==> src/isteph_pkg.sv <==
/*
  Constants for the two-wire step handshake engine: register offsets, field positions,
  reset values, status codes and bus timing.
  Assumes a 40 MHz system clock and a plain address/strobe register port.
*/
// Behaviour
// RULE_01: Flag rises after every START and every byte, then waits.
// RULE_02: Interrupt only when local and global enables set.
// RULE_03: Status holds code whenever flag is set.
// RULE_04: Writing one to flag bit clears it.
// RULE_05: No new operation while flag is set.
// RULE_06: Clearing flag with start bit starts START.
// RULE_07: After START, flag set, START code loaded.
// RULE_08: One data register serves address and data.
// RULE_09: Address sent: flag set, code shows acknowledge.
// RULE_10: Data sent: flag set, code shows acknowledge.
// RULE_11: No flag after STOP condition.
// RULE_12: Clock line held low while flag set.
// RULE_13: Same write selects START, transfer or STOP.
// RULE_14: Software loads registers before control write.
// RULE_15: Launching writes must carry flag bit one.
// RULE_16: Software checks status after each step.
// RULE_17: Single write: START, address, data, STOP.
// RULE_18: Status code bits 7..3, prescaler bits 1..0.
// RULE_19: Stop bit self-clears after STOP executed.
// RULE_20: START on busy bus waits for STOP.
// RULE_21: Data write while flag low sets collision.
// RULE_22: Reset: flag clear, lines released, idle.
package isteph_pkg;
  localparam logic [1:0] ADDR_CTRL = 2'h0;
  localparam logic [1:0] ADDR_STAT = 2'h1;
  localparam logic [1:0] ADDR_DATA = 2'h2;
  localparam logic [1:0] ADDR_GLOB = 2'h3;
  localparam int BIT_FLAG = 7;
  localparam int BIT_STA = 5;
  localparam int BIT_STO = 4;
  localparam int BIT_WC = 3;
  localparam int BIT_EN = 2;
  localparam int BIT_IE = 0;
  localparam logic [7:0] DATA_RST = 8'hff;
  localparam logic [4:0] ST_IDLE = 5'h1f;
  localparam logic [4:0] ST_START = 5'h01;
  localparam logic [4:0] ST_AW_ACK = 5'h03;
  localparam logic [4:0] ST_AW_NACK = 5'h04;
  localparam logic [4:0] ST_AR_ACK = 5'h08;
  localparam logic [4:0] ST_AR_NACK = 5'h09;
  localparam logic [4:0] ST_DW_ACK = 5'h05;
  localparam logic [4:0] ST_DW_NACK = 5'h06;
  localparam int SYS_CLK_HZ = 40000000;
  localparam int BUS_HZ = 100000;
  localparam int QTR_CYC = SYS_CLK_HZ / (4 * BUS_HZ);
  typedef enum logic [2:0] {
    ISTEP_IDLE = 3'b000,
    ISTEP_WAITBUS = 3'b001,
    ISTEP_START = 3'b010,
    ISTEP_BYTE = 3'b011,
    ISTEP_STOP = 3'b100,
    ISTEP_HOLD = 3'b101
  } isteph_state_t;
endpackage

==> src/isteph_engine.sv <==
/*
  Byte-step two-wire master engine with completion flag handshake.
  Assumes open-drain pins resolved outside; bus inputs are asynchronous.
*/
`timescale 1ns/1ps
module isteph_engine #(
  parameter int QTR = isteph_pkg::QTR_CYC
) (
  input wire logic clock,
  input wire logic nrst,
  input wire logic [1:0] addr,
  input wire logic [7:0] wdata,
  input wire logic wr,
  input wire logic rd,
  output logic [7:0] rdata,
  input wire logic scl_in,
  output logic scl_out,
  output logic scl_oe,
  input wire logic sda_in,
  output logic sda_out,
  output logic sda_oe,
  output logic irq
);
  // ****************************************
  // Input synchronisers
  // ****************************************
  logic [1:0] scl_s_r, sda_s_r;
  logic scl_d_r, sda_d_r;
  always_ff @(posedge clock or negedge nrst) begin
    if (!nrst) begin
      scl_s_r <= 2'h3;
      sda_s_r <= 2'h3;
      scl_d_r <= 1'b1;
      sda_d_r <= 1'b1;
    end else begin
      scl_s_r <= {scl_s_r[0], scl_in};
      sda_s_r <= {sda_s_r[0], sda_in};
      scl_d_r <= scl_s_r[1];
      sda_d_r <= sda_s_r[1];
    end
  end
  wire scl_q = scl_s_r[1];
  wire sda_q = sda_s_r[1];
  wire start_seen = scl_q && scl_d_r && sda_d_r && !sda_q;
  wire stop_seen = scl_q && scl_d_r && !sda_d_r && sda_q;

  // Bus busy tracker for other masters
  logic busy_r;
  always_ff @(posedge clock or negedge nrst) begin
    if (!nrst) busy_r <= 1'b0;
    else if (stop_seen) busy_r <= 1'b0;
    else if (start_seen) busy_r <= 1'b1;
  end

  // ****************************************
  // Registers
  // ****************************************
  logic flag_r, sta_r, sto_r, wc_r, en_r, ie_r, gie_r;
  logic [1:0] ps_r;
  logic [4:0] code_r;
  logic [7:0] data_r;
  logic set_flag;
  isteph_pkg::isteph_state_t st_r;

  wire ctrl_wr = wr && addr == isteph_pkg::ADDR_CTRL;
  wire launch = ctrl_wr && wdata[isteph_pkg::BIT_FLAG] && flag_r; // RULE_04
  wire kick = ctrl_wr && wdata[isteph_pkg::BIT_FLAG] && wdata[isteph_pkg::BIT_EN];

  // Set wins over a simultaneous clear
  always_ff @(posedge clock or negedge nrst) begin
    if (!nrst) flag_r <= 1'b0; // RULE_22
    else if (set_flag) flag_r <= 1'b1; // RULE_01
    else if (ctrl_wr && wdata[isteph_pkg::BIT_FLAG]) flag_r <= 1'b0; // RULE_04
  end

  always_ff @(posedge clock or negedge nrst) begin
    if (!nrst) begin
      sta_r <= 1'b0;
      en_r <= 1'b0;
      ie_r <= 1'b0;
    end else if (ctrl_wr) begin
      sta_r <= wdata[isteph_pkg::BIT_STA];
      en_r <= wdata[isteph_pkg::BIT_EN];
      ie_r <= wdata[isteph_pkg::BIT_IE];
    end
  end

  logic sto_done;
  always_ff @(posedge clock or negedge nrst) begin
    if (!nrst) sto_r <= 1'b0;
    else if (sto_done) sto_r <= 1'b0; // RULE_19
    else if (ctrl_wr) sto_r <= wdata[isteph_pkg::BIT_STO];
  end

  always_ff @(posedge clock or negedge nrst) begin
    if (!nrst) begin
      ps_r <= 2'h0;
      gie_r <= 1'b0;
    end else begin
      if (wr && addr == isteph_pkg::ADDR_STAT) ps_r <= wdata[1:0];
      if (wr && addr == isteph_pkg::ADDR_GLOB) gie_r <= wdata[0];
    end
  end

  assign irq = flag_r && ie_r && gie_r; // RULE_02

  // ****************************************
  // Bit timing and sequencer
  // ****************************************
  logic [$clog2(QTR+1)-1:0] tick_cnt_r;
  logic [1:0] ph_r;
  logic [3:0] bit_r;
  logic [7:0] sh_r;
  logic ack_r, rnw_r, is_addr_r, scl_o_r, sda_o_r;
  wire tick = tick_cnt_r == ($clog2(QTR+1))'(QTR - 1);
  wire run = st_r == isteph_pkg::ISTEP_START || st_r == isteph_pkg::ISTEP_BYTE
    || st_r == isteph_pkg::ISTEP_STOP;
  // A slave may stretch the clock: the high phase only counts once the line is seen high
  wire stall = ph_r == 2'h2 && scl_o_r && !scl_q;
  always_ff @(posedge clock or negedge nrst) begin
    if (!nrst) tick_cnt_r <= '0;
    else if (!run || tick || stall) tick_cnt_r <= '0;
    else tick_cnt_r <= tick_cnt_r + 1'b1;
  end

  assign set_flag = run && tick && ph_r == 2'h3
    && ((st_r == isteph_pkg::ISTEP_START) || (st_r == isteph_pkg::ISTEP_BYTE && bit_r == 4'h8));
  assign sto_done = st_r == isteph_pkg::ISTEP_STOP && tick && ph_r == 2'h3;

  always_ff @(posedge clock or negedge nrst) begin
    if (!nrst) begin
      st_r <= isteph_pkg::ISTEP_IDLE; // RULE_22
      ph_r <= 2'h0;
      bit_r <= 4'h0;
      sh_r <= 8'h0;
      ack_r <= 1'b1;
      rnw_r <= 1'b0;
      is_addr_r <= 1'b0;
      scl_o_r <= 1'b1;
      sda_o_r <= 1'b1;
    end else begin
      case (st_r)
        isteph_pkg::ISTEP_IDLE, isteph_pkg::ISTEP_HOLD: begin
          if (!en_r) begin
            st_r <= isteph_pkg::ISTEP_IDLE;
            scl_o_r <= 1'b1;
            sda_o_r <= 1'b1;
          end
          // Only a flag-clearing write launches anything
          if ((launch || (kick && st_r == isteph_pkg::ISTEP_IDLE)) && !set_flag) begin // RULE_05
            ph_r <= 2'h0;
            if (wdata[isteph_pkg::BIT_STA]) begin // RULE_13
              st_r <= (busy_r && st_r == isteph_pkg::ISTEP_IDLE) ?
                isteph_pkg::ISTEP_WAITBUS : isteph_pkg::ISTEP_START; // RULE_06
            end else if (wdata[isteph_pkg::BIT_STO]) begin
              st_r <= isteph_pkg::ISTEP_STOP;
            end else if (st_r == isteph_pkg::ISTEP_HOLD) begin
              st_r <= isteph_pkg::ISTEP_BYTE; // RULE_08
              sh_r <= data_r;
              bit_r <= 4'h0;
            end
          end
        end
        isteph_pkg::ISTEP_WAITBUS: begin
          if (stop_seen || !busy_r) st_r <= isteph_pkg::ISTEP_START; // RULE_20
        end
        isteph_pkg::ISTEP_START: if (tick) begin
          ph_r <= ph_r + 2'h1;
          case (ph_r)
            2'h0: begin
              sda_o_r <= 1'b1;
              scl_o_r <= 1'b1;
            end
            2'h1: sda_o_r <= 1'b0;
            2'h2: scl_o_r <= 1'b0;
            default: begin
              st_r <= isteph_pkg::ISTEP_HOLD;
              is_addr_r <= 1'b1;
            end
          endcase
        end
        isteph_pkg::ISTEP_BYTE: if (tick) begin
          ph_r <= ph_r + 2'h1;
          case (ph_r)
            2'h0: sda_o_r <= (bit_r == 4'h8) ? 1'b1 : sh_r[7];
            2'h1: scl_o_r <= 1'b1;
            2'h2: begin
              if (bit_r == 4'h8) ack_r <= sda_q;
              else sh_r <= {sh_r[6:0], sda_q};
            end
            default: begin
              scl_o_r <= 1'b0;
              bit_r <= bit_r + 4'h1;
              if (bit_r == 4'h8) begin
                st_r <= isteph_pkg::ISTEP_HOLD;
                is_addr_r <= 1'b0;
                if (is_addr_r) rnw_r <= data_r[0];
              end
            end
          endcase
        end
        isteph_pkg::ISTEP_STOP: if (tick) begin
          ph_r <= ph_r + 2'h1;
          case (ph_r)
            2'h0: sda_o_r <= 1'b0;
            2'h1: scl_o_r <= 1'b1;
            2'h2: sda_o_r <= 1'b1;
            default: st_r <= isteph_pkg::ISTEP_IDLE; // RULE_11
          endcase
        end
        default: st_r <= isteph_pkg::ISTEP_IDLE;
      endcase
    end
  end

  // Status code follows the completed step
  always_ff @(posedge clock or negedge nrst) begin
    if (!nrst) code_r <= isteph_pkg::ST_IDLE;
    else if (set_flag) begin // RULE_03
      if (st_r == isteph_pkg::ISTEP_START) code_r <= isteph_pkg::ST_START; // RULE_07
      else if (is_addr_r) begin
        if (data_r[0]) code_r <= ack_r ? isteph_pkg::ST_AR_NACK : isteph_pkg::ST_AR_ACK;
        else code_r <= ack_r ? isteph_pkg::ST_AW_NACK : isteph_pkg::ST_AW_ACK; // RULE_09
      end else begin
        code_r <= ack_r ? isteph_pkg::ST_DW_NACK : isteph_pkg::ST_DW_ACK; // RULE_10
      end
    end else if (!flag_r && st_r == isteph_pkg::ISTEP_IDLE) begin
      code_r <= isteph_pkg::ST_IDLE;
    end
  end

  // Received byte lands in the data register at the end of a byte
  always_ff @(posedge clock or negedge nrst) begin
    if (!nrst) data_r <= isteph_pkg::DATA_RST;
    else if (set_flag && st_r == isteph_pkg::ISTEP_BYTE) data_r <= sh_r;
    else if (wr && addr == isteph_pkg::ADDR_DATA && flag_r) data_r <= wdata; // RULE_08
  end

  always_ff @(posedge clock or negedge nrst) begin
    if (!nrst) wc_r <= 1'b0;
    else if (wr && addr == isteph_pkg::ADDR_DATA) wc_r <= !flag_r; // RULE_21
  end

  // Open drain: drive only lows; hold clock low while the flag waits
  assign scl_out = 1'b0;
  assign sda_out = 1'b0;
  assign scl_oe = en_r && (!scl_o_r || flag_r); // RULE_12
  assign sda_oe = en_r && !sda_o_r;

  always_ff @(posedge clock or negedge nrst) begin
    if (!nrst) rdata <= 8'h00;
    else if (rd) begin
      case (addr)
        isteph_pkg::ADDR_CTRL: rdata <= {flag_r, 1'b0, sta_r, sto_r, wc_r, en_r, 1'b0, ie_r};
        isteph_pkg::ADDR_STAT: rdata <= {code_r, 1'b0, ps_r}; // RULE_18
        isteph_pkg::ADDR_DATA: rdata <= data_r;
        default: rdata <= {7'h00, gie_r};
      endcase
    end
  end

  // ****************************************
  // Checks
  // ****************************************
  a_flag_holds_scl: assert property (@(posedge clock) disable iff (!nrst) // RULE_12
    flag_r && en_r |-> scl_oe) else $error("clock line released while flag set");
  a_no_start_flag: assert property (@(posedge clock) disable iff (!nrst) // RULE_05
    flag_r && !(ctrl_wr && wdata[isteph_pkg::BIT_FLAG]) |=> !(st_r inside
    {isteph_pkg::ISTEP_START, isteph_pkg::ISTEP_BYTE, isteph_pkg::ISTEP_STOP}))
    else $error("operation began with flag set");
  a_irq_gate: assert property (@(posedge clock) disable iff (!nrst) // RULE_02
    irq == (flag_r && ie_r && gie_r)) else $error("interrupt gating wrong");
  a_start_code: assert property (@(posedge clock) disable iff (!nrst) // RULE_07
    set_flag && st_r == isteph_pkg::ISTEP_START |=> flag_r && code_r == isteph_pkg::ST_START)
    else $error("start status missing");
  a_stop_noflag: assert property (@(posedge clock) disable iff (!nrst) // RULE_11
    sto_done |=> !$rose(flag_r)) else $error("flag set after stop");
  a_stop_clear: assert property (@(posedge clock) disable iff (!nrst) // RULE_19
    sto_done |=> !sto_r) else $error("stop bit not cleared");
  a_clear_one: assert property (@(posedge clock) disable iff (!nrst) // RULE_04
    flag_r && ctrl_wr && !wdata[isteph_pkg::BIT_FLAG] && !set_flag |=> flag_r)
    else $error("flag cleared by zero write");
  a_collision: assert property (@(posedge clock) disable iff (!nrst) // RULE_21
    wr && addr == isteph_pkg::ADDR_DATA && !flag_r |=> wc_r) else $error("collision not set");
  a_start_go: assert property (@(posedge clock) disable iff (!nrst) // RULE_06
    launch && wdata[isteph_pkg::BIT_STA] && !set_flag |=> st_r == isteph_pkg::ISTEP_START)
    else $error("start not begun");
endmodule

==> config.mk <==
export PLATFORM = sky130hd
export DESIGN_NAME = isteph_engine
export DESIGN_NICKNAME = d
export VERILOG_FILES = /design/src/isteph_pkg.sv /design/src/isteph_engine.sv
export SDC_FILE = /design/constraint.sdc
export NUM_CORES = 1
export LEC_CHECK = 0
export ABC_AREA = 1
export BUFFER_PORTS_ARGS = -buffer_cell sky130_fd_sc_hd__buf_4
export CELL_PAD_IN_SITES_DETAIL_PLACEMENT = 2
export CELL_PAD_IN_SITES_GLOBAL_PLACEMENT = 2
export CORE_ASPECT_RATIO = 1.5
export CORE_MARGIN = 10
export CORE_UTILIZATION = 39
export DETAILED_ROUTE_END_ITERATION = 10
export GPL_ROUTABILITY_DRIVEN = 1
export GPL_TIMING_DRIVEN = 1
export MAX_ROUTING_LAYER = met4
export PLACE_DENSITY_LB_ADDON = 0.1
export SETUP_SLACK_MARGIN = 0.02
export SYNTH_ARGS = -nofsm -noshare
export SYNTH_HDL_FRONTEND = slang
export SYNTH_SLANG_ARGS = --single-unit
==> constraint.sdc <==
create_clock -name clock -period 3.1 [get_ports clock]
set_clock_uncertainty 0.1 [all_clocks]
set_input_delay 0.465 -clock clock [delete_from_list [all_inputs] [get_ports clock]]
set_output_delay 0.465 -clock clock [all_outputs]
set_load 0.005 [all_outputs]
==> flow_summary.yaml <==
sta:
  hold_violations: 0
  setup_slack_ns: 0.855
  setup_viol: 0
  max_slew.worst_pin.slew_ns: 0.862
  slew_headroom_pct: 42.5
  finalCritPeriodShare_pct: 72.4
  rsz0062_at_grt: "false"
  fmax_mhz: 445
  fin_setup_tns_ns: 0
  layout_min_cycle_time_ns: 2.24
  finalMaxSlewViolations: 0
global_route:
  antenna_found_initial: 0
  grt_overflow: 0
  grt_util_met3_pct: 2.49
  grt_max_degree: 66
  busiest_layer: "met2"
  use_met1_pct: 19.1
  grt_pass1_vias: 3575
  grt_usage_pct: 18.2
  grt_pass1_wl_um: 19500
  gr-usage-met2_pct: 32.4
power:
  power_leakage_nw: 2.10
  vdd_drop_max_mv: 0.330
  finalPower_mw: 3.47
  power.density_nw_per_um2: 814
cts:
  cts_resized: 0
  clock_sinks: 65
  htree_num_levels: 3
  cts_buffer_depth: 2
  postCtsHoldBufs: 0
  clockRootBuffer: "clkbuf_16"
  clock_latency_ns: 0.34
  numCtsBuffers: 9
  cts_tree: "yes"
  cts_setup_buffers: 0
  cts.clk_slew.worst_paths_ns: 0.06
die:
  die_area_um2: 13800
  boundaryPins: 29
  rows: 43
  die_h_um: 139
  start_util_pct: 39.9
  chipWidth_um: 99.2
  coreArea_um2: 9200
yosys:
  synth.cell_area_um2: 3670
  synth.yosys.seq_area_share_pct: 45.1
  syn_inst: 457
  yosysWarningCount: 0
  synthDistinctLibCells: 38
  synth-seq-cells: 65
  synth.avg_cell_area_um2: 8.02
drt:
  first_pass_iters: 4
  drcViolationCount: 0
  routed_wirelength_um: 11500
  avgRoutedWirePerCell_um: 19.2
  num_vias: 3137
  final_antenna_net_count: 0
  drt_iter0_drc: 110
  avgViaCountPerCell: 5.22
critical_path:
  setup.worst_path.start_class: "register"
  required_ns: 3.27
  r2r_start: "st_r[0]"
  r2r_end: "data_r[7]"
  crit_slowest_cell: "dfrtp_1"
  cp_max_fo: 15
  reg2reg_slack_ns: 0.86
  critPathMaxStageDelay_ns: 0.52
  crit_chain: "nand2_2 -> nor2_4 -> nand2_4 -> nand2_4 -> nand3_1 -> inv_1 -> nand2_1 -> a21oi_1"
  crit_start: "st_r[0]"
  rr_worst_depth: 8
  worst_setup_path_end_kind: "register"
  cp.arrival_ns: 2.42
  cpMostUsedCell: "nand2_4"
  crit_end: "data_r[7]"
  crit_type: "reg -> reg"
outcome:
  status: "finished clean"
placement:
  port_buffers: 26
  postPlaceCellArea_um2: 3930
  gp_congestion: 0.792
  pre_cts_ws_ns: 0.862
  hpwl_um: 8630
final_layout:
  num_antenna_cells: 0
  drive_above_1_share_pct: 22.5
  layout.nets: 510
  postLayoutCellArea_um2: 4260
  area_growth_pct: 16.2
flow_run:
  max-cap-violations: 0
min_path:
  hp-class: "in -> async"
## per-stage QoR
stage               instances  hold WS [ns]  utilization [%]
CTS                       601         0.120             46.3
global route              601         0.122             46.3
global placement          585         0.246             42.7
finish                    601         0.129             46.3
floorplan                 458        0.0694                -
detailed placement        585         0.249             42.7
## cells in the final DEF, fill, tap and decap left out, drive strengths merged, types with 7 or more instances in the layout
| master | Yosys | layout |
|---|---|---|
| o21ai | 49 | 49 |
| inv | 65 | 65 |
| dfrtp | 43 | 43 |
| clkbuf | 3 | 11 |
| nand2 | 148 | 148 |
| nor3 | 7 | 7 |
| ha | 10 | 10 |
| nor2 | 36 | 36 |
| dfstp | 22 | 22 |
| buf | 8 | 26 |
| nand3 | 27 | 27 |
| a21oi | 12 | 12 |
## layer usage
layer	up-vias	routed length, um
li1	1499	-
met1	1573	4470
met2	42	6410
met3	23	300
met4	0	347
met5	-	0
## cells in the mapped netlist
library cell,number,area [um^2]
nand2_1,135,507
inv_1,60,225
dfrtp_1,43,1080
o21ai_0,32,160
nor2_1,25,93.8
nand3_1,23,115
dfstp_2,22,578
a21oi_1,11,55.1
ha_1,10,125
o21ai_1,9,45.0
o21ai_2,8,70.1
nand2_2,7,43.8
nor3_1,7,35.0
nand2_4,6,67.6
nor2_4,6,67.6
inv_2,5,18.8
mux2_2,5,56.3
nor2_2,5,31.3
o211ai_1,5,37.5
a31oi_1,3,18.8
buf_4,3,22.5
clkbuf_1,3,11.3
nand3_2,3,30.0
buf_2,2,10.0
buf_6,2,22.5
nand4_1,2,12.5
nor3b_1,2,15.0
nor4_1,2,12.5
o22ai_1,2,12.5
a21oi_4,1,16.3
a31o_2,1,8.76
and3_1,1,6.26
buf_8,1,15.0
conb_1,1,3.75
nand3_4,1,17.5
o21bai_1,1,7.51
o31ai_1,1,7.51
xnor2_1,1,8.76
## worst min path at each step
stage	start	to	slack, ns	depth (start not counted)
global placement	scl_s_r[0]	scl_s_r[1]	0.25	0
floorplan	nrst	bit_r[0]	0.07	0
CTS	sda_in	sda_s_r[0]	0.12	1
global route	scl_in	scl_s_r[0]	0.12	1
detailed placement	scl_s_r[0]	scl_s_r[1]	0.25	0
finish	nrst	sta_r	0.13	1
## logic make-up (layout without fill, tap and decap cells)
group,Yosys count,after routing,synth area share (%)
compound gates,74,74,12.0
xor+xnor,1,1,0.239
fa+ha+maj,10,10,3.41
buf+inv,76,107,8.87
flops,65,65,45.1
mux,5,5,1.54
other cells,1,2,0.102
simple gates,225,225,28.8
## area by class of cell
class / instances / area [um^2]
clock buffers: 11 / 233
clock inverters: 5 / 104
fillers: 1071 / 4940
inverters: 65 / 244
multi-input cells: 317 / 1690
flip-flops and latches: 65 / 1650
well taps: 112 / 140
repair buffers: 26 / 195
## where the power goes
group / internal, mW / switching (mW)
Combinational: 0.346 / 0.656
Clock: 0.786 / 0.382
Sequential: 1.10 / 0.202
Total: 2.23 / 1.24
## critical path, delay by kind of cell, from the launching register on
family / cells / cell delay, ns
buffers and inverters: 1 / 0.26
AND/OR/NAND/NOR: 6 / 1.16
AO/OA/AOI/OAI: 1 / 0.13
flip-flops: 1 / 0.52
## registers in the layout, summed over array words and instances, names as in the netlist, 2 cells and up
register	flops
ps_r	2
scl_s_r	2
tick_cnt_r	7
bit_r	4
sda_s_r	2
sh_r	8
data_r	8
ph_r	2
rdata	8
st_r	3
code_r	5
No activity file was read; power rests on OpenSTA's default activity.
